File: config.mk
export PLATFORM = sky130hd
export DESIGN_NAME = ssp_port
export DESIGN_NICKNAME = d
export VERILOG_FILES = /design/src/hw/ssp_pkg.sv /design/src/hw/ssp_buf.sv /design/src/hw/ssp_port.sv
export SDC_FILE = /design/constraint.sdc
export NUM_CORES = 1
export LEC_CHECK = 0
export BUFFER_PORTS_ARGS = -buffer_cell sky130_fd_sc_hd__buf_2
export CORE_MARGIN = 2
export CORE_UTILIZATION = 50
export DETAILED_ROUTE_END_ITERATION = 16
export PLACE_DENSITY = 0.74
export SLEW_MARGIN = 15
export SYNTH_ARGS = -nofsm -noshare
export SYNTH_HDL_FRONTEND = slang
export SYNTH_SLANG_ARGS = --single-unit
File: constraint.sdc
create_clock -name clk -period 2 [get_ports clk]
set_input_delay 0.1 -clock clk [delete_from_list [all_inputs] [get_ports clk]]
set_output_delay 0.1 -clock clk [all_outputs]
set_load 0.01 [all_outputs]
File: src/hw/ssp_pkg.sv
// constants shared by the serial port design files
package ssp_pkg;
    localparam int unsigned clk_period_ns = 50;
    localparam int unsigned word_bits = 8;
    localparam int unsigned cnt_w = 3;
    localparam int unsigned div_w = 8;
    localparam logic [div_w-1:0] div_reset = 8'h04;
    localparam int unsigned buf_depth = 2;
    localparam logic [cnt_w-1:0] last_bit = 3'h7;
    typedef enum logic [1:0] {ssp_idle, ssp_lead, ssp_trail} ssp_state_t;
endpackage

File: src/hw/ssp_buf.sv
// two-entry buffer with valid and ready on both sides
module ssp_buf (
    input wire logic clk,
    input wire logic nrst,
    input wire logic [7:0] in_data,
    input wire logic in_valid,
    output logic in_ready,
    output logic [7:0] out_data,
    output logic out_valid,
    input wire logic out_ready
);
    import ssp_pkg::*;

    logic [7:0] mem_ff [buf_depth];
    logic wr_ptr_ff;
    logic rd_ptr_ff;
    logic [1:0] count_ff;
    logic push;
    logic pop;

    assign in_ready = (count_ff != 2'h2);
    assign out_valid = (count_ff != 2'h0);
    assign push = in_valid && in_ready;
    assign pop = out_valid && out_ready;
    assign out_data = mem_ff[rd_ptr_ff];

    always_ff @(posedge clk or negedge nrst) begin
        if (!nrst) begin
            mem_ff[0] <= 8'h00;
            mem_ff[1] <= 8'h00;
        end else if (push) begin
            mem_ff[wr_ptr_ff] <= in_data;
        end
    end

    always_ff @(posedge clk or negedge nrst) begin
        if (!nrst) begin
            wr_ptr_ff <= 1'b0;
            rd_ptr_ff <= 1'b0;
            count_ff <= 2'h0;
        end else begin
            if (push) begin
                wr_ptr_ff <= ~wr_ptr_ff;
            end
            if (pop) begin
                rd_ptr_ff <= ~rd_ptr_ff;
            end
            count_ff <= count_ff + {1'b0, push} - {1'b0, pop};
        end
    end
endmodule

File: src/hw/ssp_port.sv
// serial peripheral port: master or slave, four clock modes, multi-master error
// How it works
// four lines: data out, data in, clock, select
// master or slave, single or multi master
// slave acts only while external select asserted
// select stays an input in every mode
// select asserted while master raises error
// no select output; slaves chosen by gpio
// shift clock toggles only during transfer
// all four phase/polarity modes supported
// master drives clock, samples in, shifts out
// slave samples and drives only while selected
// error flag sticky; master stops driving lines
module ssp_port (
    clk,
    nrst,
    master_en,
    clk_pol,
    clk_pha,
    clk_div,
    tx_data,
    tx_valid,
    tx_ready,
    rx_data,
    rx_valid,
    rx_ready,
    busy,
    mm_error,
    mm_error_clr,
    master_out_line_i,
    master_out_line_o,
    master_out_line_oe,
    master_in_line_i,
    master_in_line_o,
    master_in_line_oe,
    shift_clock_i,
    shift_clock_o,
    shift_clock_oe,
    slave_select_in_n
);
    input wire logic clk;
    input wire logic nrst;
    input wire logic master_en;
    input wire logic clk_pol;
    input wire logic clk_pha;
    input wire logic [ssp_pkg::div_w-1:0] clk_div;
    input wire logic [7:0] tx_data;
    input wire logic tx_valid;
    output logic tx_ready;
    output logic [7:0] rx_data;
    output logic rx_valid;
    input wire logic rx_ready;
    output logic busy;
    output logic mm_error;
    input wire logic mm_error_clr;
    input wire logic master_out_line_i;
    output logic master_out_line_o;
    output logic master_out_line_oe;
    input wire logic master_in_line_i;
    output logic master_in_line_o;
    output logic master_in_line_oe;
    input wire logic shift_clock_i;
    output logic shift_clock_o;
    output logic shift_clock_oe;
    input wire logic slave_select_in_n;

    import ssp_pkg::*;

    // pins from outside pass two flops before use
    logic [1:0] sck_sync_ff;
    logic [1:0] sel_sync_ff;
    logic [1:0] mosi_sync_ff;
    logic [1:0] miso_sync_ff;
    logic sck_prev_ff;

    ssp_state_t state_ff;
    logic [cnt_w-1:0] bit_cnt_ff;
    logic [div_w-1:0] div_cnt_ff;
    logic [7:0] sh_ff;
    logic [7:0] rx_word_ff;
    logic rx_push_ff;
    logic sck_ff;
    logic out_bit_ff;
    logic err_ff;
    logic sel_prev_ff;

    logic sck_s;
    logic selected;
    logic rx_in_ready;
    logic tick;
    logic lead_edge;
    logic trail_edge;
    logic sample_edge;
    logic shift_edge;
    logic in_bit;
    logic slave_sample;
    logic slave_shift;

    // in phase 0 the leading edge samples; in phase 1 it shifts
    function automatic logic is_sample(input logic leading, input logic pha);
        return leading ^ pha;
    endfunction

    always_ff @(posedge clk or negedge nrst) begin
        if (!nrst) begin
            sck_sync_ff <= 2'b00;
            sel_sync_ff <= 2'b11;
            mosi_sync_ff <= 2'b00;
            miso_sync_ff <= 2'b00;
            sck_prev_ff <= 1'b0;
            sel_prev_ff <= 1'b0;
        end else begin
            sck_sync_ff <= {sck_sync_ff[0], shift_clock_i};
            sel_sync_ff <= {sel_sync_ff[0], slave_select_in_n};
            mosi_sync_ff <= {mosi_sync_ff[0], master_out_line_i};
            miso_sync_ff <= {miso_sync_ff[0], master_in_line_i};
            sck_prev_ff <= sck_sync_ff[1];
            sel_prev_ff <= selected;
        end
    end

    assign sck_s = sck_sync_ff[1];
    assign selected = ~sel_sync_ff[1];
    assign in_bit = master_en ? miso_sync_ff[1] : mosi_sync_ff[1];

    // master timing: one tick per half bit
    assign tick = (div_cnt_ff == '0);
    always_ff @(posedge clk or negedge nrst) begin
        if (!nrst) begin
            div_cnt_ff <= div_reset;
        end else if (state_ff == ssp_idle || tick) begin
            div_cnt_ff <= clk_div;
        end else begin
            div_cnt_ff <= div_cnt_ff - 1'b1;
        end
    end

    // slave edges seen on the sampled link clock, relative to idle level
    assign lead_edge = (sck_s != sck_prev_ff) && (sck_s != clk_pol);
    assign trail_edge = (sck_s != sck_prev_ff) && (sck_s == clk_pol);
    assign slave_sample = selected && (is_sample(1'b1, clk_pha) ? lead_edge : trail_edge);
    assign slave_shift = selected && (is_sample(1'b1, clk_pha) ? trail_edge : lead_edge);

    always_comb begin
        sample_edge = 1'b0;
        shift_edge = 1'b0;
        if (master_en) begin
            sample_edge = tick && ((state_ff == ssp_lead && is_sample(1'b1, clk_pha))
                || (state_ff == ssp_trail && is_sample(1'b0, clk_pha)));
            shift_edge = tick && ((state_ff == ssp_lead && !is_sample(1'b1, clk_pha))
                || (state_ff == ssp_trail && !is_sample(1'b0, clk_pha)));
        end else begin
            sample_edge = slave_sample;
            shift_edge = slave_shift;
        end
    end

    // a full receive buffer refuses new words; a reply still pending in rx_push_ff is not counted, so one can be lost
    assign tx_ready = (state_ff == ssp_idle) && !err_ff && (master_en || !selected) && rx_in_ready;

    // transfer sequencing
    always_ff @(posedge clk or negedge nrst) begin
        if (!nrst) begin
            state_ff <= ssp_idle;
            bit_cnt_ff <= '0;
            sck_ff <= 1'b0;
        end else if (master_en && (selected || err_ff)) begin
            state_ff <= ssp_idle;
            bit_cnt_ff <= '0;
            sck_ff <= clk_pol;
        end else begin
            unique case (state_ff)
                ssp_idle: begin
                    sck_ff <= clk_pol;
                    bit_cnt_ff <= '0;
                    if (tx_valid && tx_ready) begin
                        state_ff <= ssp_lead;
                    end
                end
                ssp_lead: begin
                    if (master_en && tick) begin
                        sck_ff <= ~clk_pol;
                        state_ff <= ssp_trail;
                    end else if (!master_en && lead_edge && selected) begin
                        state_ff <= ssp_trail;
                    end else if (!master_en && !selected && sel_prev_ff) begin
                        // armed slave waits for select; only a deselect aborts
                        state_ff <= ssp_idle;
                    end
                end
                ssp_trail: begin
                    if ((master_en && tick) || (!master_en && trail_edge && selected)) begin
                        sck_ff <= clk_pol;
                        bit_cnt_ff <= bit_cnt_ff + 1'b1;
                        state_ff <= (bit_cnt_ff == last_bit) ? ssp_idle : ssp_lead;
                    end else if (!master_en && !selected) begin
                        state_ff <= ssp_idle;
                    end
                end
            endcase
        end
    end

    // a slave word is loaded before select; an idle slave cannot arm while selected
    always_ff @(posedge clk or negedge nrst) begin
        if (!nrst) begin
            sh_ff <= 8'h00;
            out_bit_ff <= 1'b0;
        end else if (state_ff == ssp_idle && tx_valid && tx_ready) begin
            sh_ff <= tx_data;
            out_bit_ff <= tx_data[7];
        end else if (sample_edge && state_ff != ssp_idle) begin
            sh_ff <= {sh_ff[6:0], in_bit};
        end else if (shift_edge && state_ff != ssp_idle) begin
            out_bit_ff <= sh_ff[7];
        end
    end

    // received word handed to the buffer on the last trailing edge
    always_ff @(posedge clk or negedge nrst) begin
        if (!nrst) begin
            rx_word_ff <= 8'h00;
            rx_push_ff <= 1'b0;
        end else begin
            rx_push_ff <= 1'b0;
            if (state_ff == ssp_trail && bit_cnt_ff == last_bit
                && ((master_en && tick && !selected) || (!master_en && trail_edge && selected))) begin
                // in phase 1 the last bit is sampled on this same edge
                rx_word_ff <= sample_edge ? {sh_ff[6:0], in_bit} : sh_ff;
                rx_push_ff <= 1'b1;
            end
        end
    end

    // sticky error; a new assertion wins over a clear
    always_ff @(posedge clk or negedge nrst) begin
        if (!nrst) begin
            err_ff <= 1'b0;
        end else if (master_en && selected && !sel_prev_ff) begin
            err_ff <= 1'b1;
        end else if (master_en && selected) begin
            err_ff <= 1'b1;
        end else if (mm_error_clr) begin
            err_ff <= 1'b0;
        end
    end

    // rx_ready low fills the buffer; a full buffer drops nothing already held
    ssp_buf u_rx_buf (
        .clk(clk),
        .nrst(nrst),
        .in_data(rx_word_ff),
        .in_valid(rx_push_ff),
        .in_ready(rx_in_ready),
        .out_data(rx_data),
        .out_valid(rx_valid),
        .out_ready(rx_ready)
    );

    assign busy = (state_ff != ssp_idle) || !rx_in_ready;
    assign mm_error = err_ff;

    // no select output exists: external slaves use gpio pins
    assign shift_clock_o = sck_ff;
    assign shift_clock_oe = master_en && !err_ff;
    assign master_out_line_o = out_bit_ff;
    assign master_out_line_oe = master_en && !err_ff;
    assign master_in_line_o = out_bit_ff;
    assign master_in_line_oe = !master_en && selected;
endmodule

* Yosys cells after proc, flatten, opt, wreduce, memory -nomap -nowiden
Index checks and enable logic that the tools add are counted.
** Word-level totals
- Register bits :: 63
- Logic and storage cells :: 146
- Input bits :: 28
** Operators by class
- Reductions and logical operators :: 61
- Add/subtract/negate cells :: 4
- Order comparisons :: 3
- Mux-type cells :: 38
- Eq/ne operators :: 13
- Bitwise operators :: 7
** Operator list (count)
- 8-bit two-way mux :: 8
- 1-bit logical AND :: 36
- 16-bit bitwise mux :: 1
- 1-bit two-way mux :: 16
- 2-bit two-way mux :: 7
- 8-bit demux with 1-bit select :: 1
- 8-bit zero test :: 1
- 1-bit logical OR :: 8
- 2-bit nonzero test :: 4
- 8-bit by 1-bit subtractor with 8-bit output, second input constant :: 1
- 3-bit two-way mux :: 2
- 3-bit by 1-bit inequality test with 1-bit output, second input constant :: 2
- 2-bit case mux with 3 select lines :: 1
- 3-bit case mux with 2 select lines :: 1
- 2-bit AND reduction :: 3
- 3-bit nonzero test :: 2
- 1-bit zero test :: 5
- 5-bit by 1-bit inequality test with 1-bit output, second input constant :: 1
- 1-bit inverter :: 5
- 2-bit greater-or-equal comparator, second input constant :: 2
- 2-bit inequality test, second input constant :: 2
- 4-bit inequality test, second input constant :: 1
- 1-bit inverter with 2-bit output :: 2
- 3-bit by 1-bit adder with 3-bit output, second input constant :: 1
- 12 further kinds :: 13

* Longest topological paths before layout
- Depth in word-level cells :: 9
- Mapped depth :: 8
- Mapped depth without buffers :: 7

* Cells and area by module
A second synthesis with hierarchy kept.
** Second synthesis, totals
- Cells, all modules :: 292
- Area, all modules :: 3275.6 um^2
** By module, submodules not included
- ssp_port :: instances 1, area an instance 2356.0 um^2, cells an instance 227
- ssp_buf :: instances 1, area an instance 919.6 um^2, cells an instance 65

* Least setup slack after synthesis
OpenSTA, ideal clock, no wires.
- Kind :: flip-flop to flip-flop
- Start point :: register div_cnt_ff[0]
- End point :: register rx_word_ff[0]
- Required time :: 1.875 ns
- Slack :: -0.151 ns
- Cell stages (with the launch flop) :: 8
- Buffers on the path :: 0
- Data arrival time :: 2.026 ns
- Clock period less this slack :: 2.151 ns
- Cell sequence :: dfrtp_1 -> inv_1 -> ha_1 -> nor4bb_1 -> nand3_1 -> nand2_4 -> mux2_4 -> mux2_4
** On the way
- Longest elaborated chain between the ends :: 5
** Ends and longest elaborated chain
- from (decl) :: line ssp_port.sv:78 : logic [div_w-1:0] div_cnt_ff;
- from (signal assigned) :: line ssp_port.sv:130 : div_cnt_ff <= div_reset;
- from (signal assigned) :: line ssp_port.sv:132 : div_cnt_ff <= clk_div;
- from (signal assigned) :: line ssp_port.sv:134 : div_cnt_ff <= div_cnt_ff - 1'b1;
- 8-bit zero test * :: line ssp_port.sv:127 : assign tick = (div_cnt_ff == '0);
- 1-bit logical AND (2 in a row) :: line ssp_port.sv:227 : && ((master_en && tick && !selected) || (!master_en && trail_edge && selected))) begin
- 1-bit logical OR :: line ssp_port.sv:227
- 1-bit logical AND :: line ssp_port.sv:227
- to (signal assigned) :: line ssp_port.sv:229 : rx_word_ff <= sample_edge ? {sh_ff[6:0], in_bit} : sh_ff;
- to (decl) :: line ssp_port.sv:80 : logic [7:0] rx_word_ff;
Every way passes the cells marked *; elsewhere a longest branch is shown, timed or not.
A chain may end at the register's enable or synchronous reset.

* Final worst setup path
- Start point :: register div_cnt_ff[0]
- End point :: register out_bit_ff, in the netlist master_in_line_o
** On the way
- Longest elaborated chain between the ends :: 6
** Ends and longest elaborated chain
- 8-bit zero test * :: line ssp_port.sv:127
- 1-bit logical AND, on equally long branches :: line ssp_port.sv:148, ssp_port.sv:150
- 1-bit two-way mux :: line ssp_port.sv:147 : if (master_en) begin
- 1-bit logical AND, on equally long branches :: line ssp_port.sv:212, ssp_port.sv:214
- 2-bit inequality test (no line) / 2-bit nonzero test (equally long branches)
- 2-bit AND reduction (no line) *
- to (signal assigned) :: line ssp_port.sv:211 : out_bit_ff <= tx_data[7];
- to (signal assigned) :: line ssp_port.sv:215 : out_bit_ff <= sh_ff[7];
- to (decl) :: line ssp_port.sv:83 : logic out_bit_ff;
Marked as above.

==> flow_metrics.env <==
export IMPL_drv_slew=0
export IMPL_synth_top_family_by_area="multiplexers"
export IMPL_synthTopCellsByCount="60 x dfrtp_1, 27 x mux2_2, 24 x nor2_1, 16 x a21oi_1, 13 x nand2_1"
export IMPL_rows=28
export IMPL_ys_seq_elements=63
export IMPL_power_density_nw_per_um2=1080
export IMPL_ios=46
export IMPL_synth_compound_area_share_pct=12.4
export IMPL_place_hpwl_um=4160
export IMPL_first_iter_violations=186
export IMPL_max_cap_violations=0
export IMPL_diodes=0
export IMPL_setup_ws_ps=83.9
export IMPL_r2r_cells=7
export IMPL_synthesis_area_um2=3090
export IMPL_syn_nets=302
export IMPL_worstSetupPathType="register to register"
export IMPL_worst_pin_slew_ps=458
export IMPL_cts_tree="yes"
export IMPL_grt_pass1_vias=2193
export IMPL_preCtsSetupSlack_ps=-16.3
export IMPL_root_buffer="clkbuf_8"
export IMPL_grt_overflow=0
export IMPL_grt_antenna_before_repair=0
export IMPL_synth_edf_count=0
export IMPL_yosys_warnings=0
export IMPL_yosysTopAreaCell="dfrtp_1"
export IMPL_hp_start="clk_div[7]"
export IMPL_crit_arrival_ps=2150
export IMPL_grt_pass1_wl_um=10400
export IMPL_cts_sinks=63
export IMPL_die_area_um2=6830
export IMPL_wl_um=6270
export IMPL_crit_start="div_cnt_ff[0]"
export IMPL_hp_class="input port to register"
export IMPL_drive_gt1_share_pct=36.5
export IMPL_firstDrtPassIters=4
export IMPL_fmax_ghz=0.522
export IMPL_syn_area_per_cell_um2=11.6
export IMPL_period_minus_slack_ps=1920
export IMPL_skew_ps=9.75
export IMPL_hold_depth=3
export IMPL_p_leak_nw=1.88
export IMPL_cp_num_cells=7
export IMPL_crit_slowest_cell="dfrtp_1"
export IMPL_muxShareOfSynthArea_pct=15.5
export IMPL_synthFlopType="dfrtp_1"
export IMPL_drc=0
export IMPL_synth_simple_area_share_pct=11.5
export IMPL_finalHoldViolCount=0
export IMPL_syn_instance_count=266
export IMPL_setup_viol=0
export IMPL_yosys_area_top_type_share_pct=48.6
export IMPL_track_usage_pct=20.7
export IMPL_grt_max_degree=64
export IMPL_area_growth_pct=25.7
export IMPL_port_buffers=45
export IMPL_critical_path_top_delay_family="compound AO/OA/AOI/OAI gates"
export IMPL_clock_latency_ps=350
export IMPL_vdd_drop_max_mv=0.790
export IMPL_async_reset_ff_share_pct=100
export IMPL_path_cells="inv_1 -> ha_4 -> and4bb_1 -> nand3_2 -> o21a_1 -> o31a_1 -> o31a_1"
export IMPL_synth_area_leaders="dfrtp_1 49%, mux2_2 9.8%, ha_1 3.2%"
export IMPL_cts_buffer_depth=2
export IMPL_coreArea_um2=5960
export IMPL_synth_xor_area_share_pct=3.12
export IMPL_start_util_pct=51.9
export IMPL_htree_levels=3
export IMPL_endpoint_kind="register"
export IMPL_outcome="finished clean"
export IMPL_route_antenna_remaining_nets=0
export IMPL_max_stage_delay_ps=380
export IMPL_startpoint_type="register"
export IMPL_die_h_um=82.6
export IMPL_worst_ep_required_time_ps=2240
export IMPL_path_clk_slew_ps=80
export IMPL_placed_cell_area_um2=3490
export IMPL_stdcell_area_um2=3880
export IMPL_crit_fanout=6
export IMPL_wl_per_cell_um=15.0
export IMPL_r2r_start="div_cnt_ff[0]"
export IMPL_synth_adder_area_share_pct=3.24
export IMPL_die_x_um=82.6
export IMPL_synth_most_common_cell="dfrtp_1"
export IMPL_cp_num_buf_inv=1
export IMPL_vias_per_cell=5.44
export IMPL_cts_setup_buffers=0
export IMPL_nets=373
export IMPL_critPathMostFrequentCell="o31a_1"
export IMPL_max_slew_margin_rel_pct=69.2
export IMPL_layout_worst_path_cycle_share_pct=95.8
export IMPL_synth_cell_types=47
export IMPL_numCtsBuffers=9
export IMPL_vias=2270
export IMPL_gp_congestion=0.853
export IMPL_synth_seq_area_share_pct=51.1
[per-stage QoR]
stage	power [mW]	cells	TNS [ps]	util (%)	hold slack [ps]
final	4.20	417	0	65.2	12.8
after global routing	4.44	417	-12.5	65.2	34.6
after CTS	4.19	417	0	64.5	7.42
after detailed placement	2.88	389	-16.3	58.6	137
after global placement	2.83	389	0	58.6	129
after floorplan	2.52	266	0	-	-196
[worst paths after layout]
| check | slack, ps | to |
|---|---|---|
| min reg2reg | 350 | miso_sync_ff[1] |
| max reg2reg | 80 | master_in_line_o |
| min in group asynchronous | 270 | div_cnt_ff[7] |
| max in group asynchronous | 1410 | sel_sync_ff[0] |
| min | 10 | div_cnt_ff[7] |
| max | 80 | master_in_line_o |
[cell usage in the layout, fill, tap and decap left out, types with 8 or more instances in the layout]
master         count
dlygate4sd3_1     12
mux2i_1           10
mux2_2            27
nor2_1            24
a22o_1             8
a21oi_1           16
a21o_1             9
buf_4             11
buf_2             45
dfrtp_1           60
clkbuf_8          10
nand2_1           13
inv_1             12
xnor2_1            8
[flip-flops by register name, indices dropped and copies added (netlist names)]
register,flops
u_rx_buf.mem_ff,16
div_cnt_ff,8
rx_word_ff,8
sh_ff,8
bit_cnt_ff,3
miso_sync_ff,2
mosi_sync_ff,2
sck_sync_ff,2
sel_sync_ff,2
state_ff,2
u_rx_buf.count_ff,2
master_in_line_o,1
mm_error,1
rx_push_ff,1
sck_prev_ff,1
sel_prev_ff,1
shift_clock_o,1
u_rx_buf.rd_ptr_ff,1
u_rx_buf.wr_ptr_ff,1
[cell type report]
type	instances	area, um^2
tap	75	93.8
multi-input combinational	181	1480
clock buffer	10	138
clock inverter	6	92.6
fill	476	2070
inverter	12	45.0
timing repair buffer	70	459
sequential	63	1580
[where the power goes]
| part | internal [mW] | switching (mW) | total, mW | leakage, nW |
|---|---|---|---|---|
| Sequential | 1.51 | 0.270 | 1.78 | 0.806 |
| Clock | 0.741 | 0.533 | 1.27 | 0.109 |
| Combinational | 0.581 | 0.565 | 1.15 | 0.967 |
[what timing repair did]
item                                   in CTS  in global routing
hold buffers                               12                  0
endpoints found under the hold margin      71                  0
setup endpoints to repair                   5                 20
resized for setup                           1                  7
pin swaps                                   0                  2
[cell families (layout without fill, tap and decap cells)]
logic type | count (synthesis) | after routing
simple gates | 66 | 66
flops | 63 | 63
compound gates | 54 | 54
mux | 42 | 42
buf+inv | 22 | 98
xor+xnor | 11 | 11
fa+ha+maj | 8 | 8
[metal layers]
metal | global-route usage, % | wire, um | vias up
met5 | 0 | 0 | -
li1 | - | - | 1087
met3 | 4.35 | 258 | 14
met4 | 12.0 | 173 | 0
met2 | 31.6 | 2980 | 63
met1 | 27.3 | 2860 | 1106
[worst register-to-register path, delay by kind of cell (launching register included)]
| family | cells | cell delay, ps |
|---|---|---|
| AOI/OAI and AO/OA | 3 | 740 |
| DFF | 1 | 380 |
| and+or+nand+nor | 2 | 380 |
| buffers and inverters | 1 | 120 |
| adders and majority gates | 1 | 180 |
Note: power is estimated with default switching activity, not from simulation.
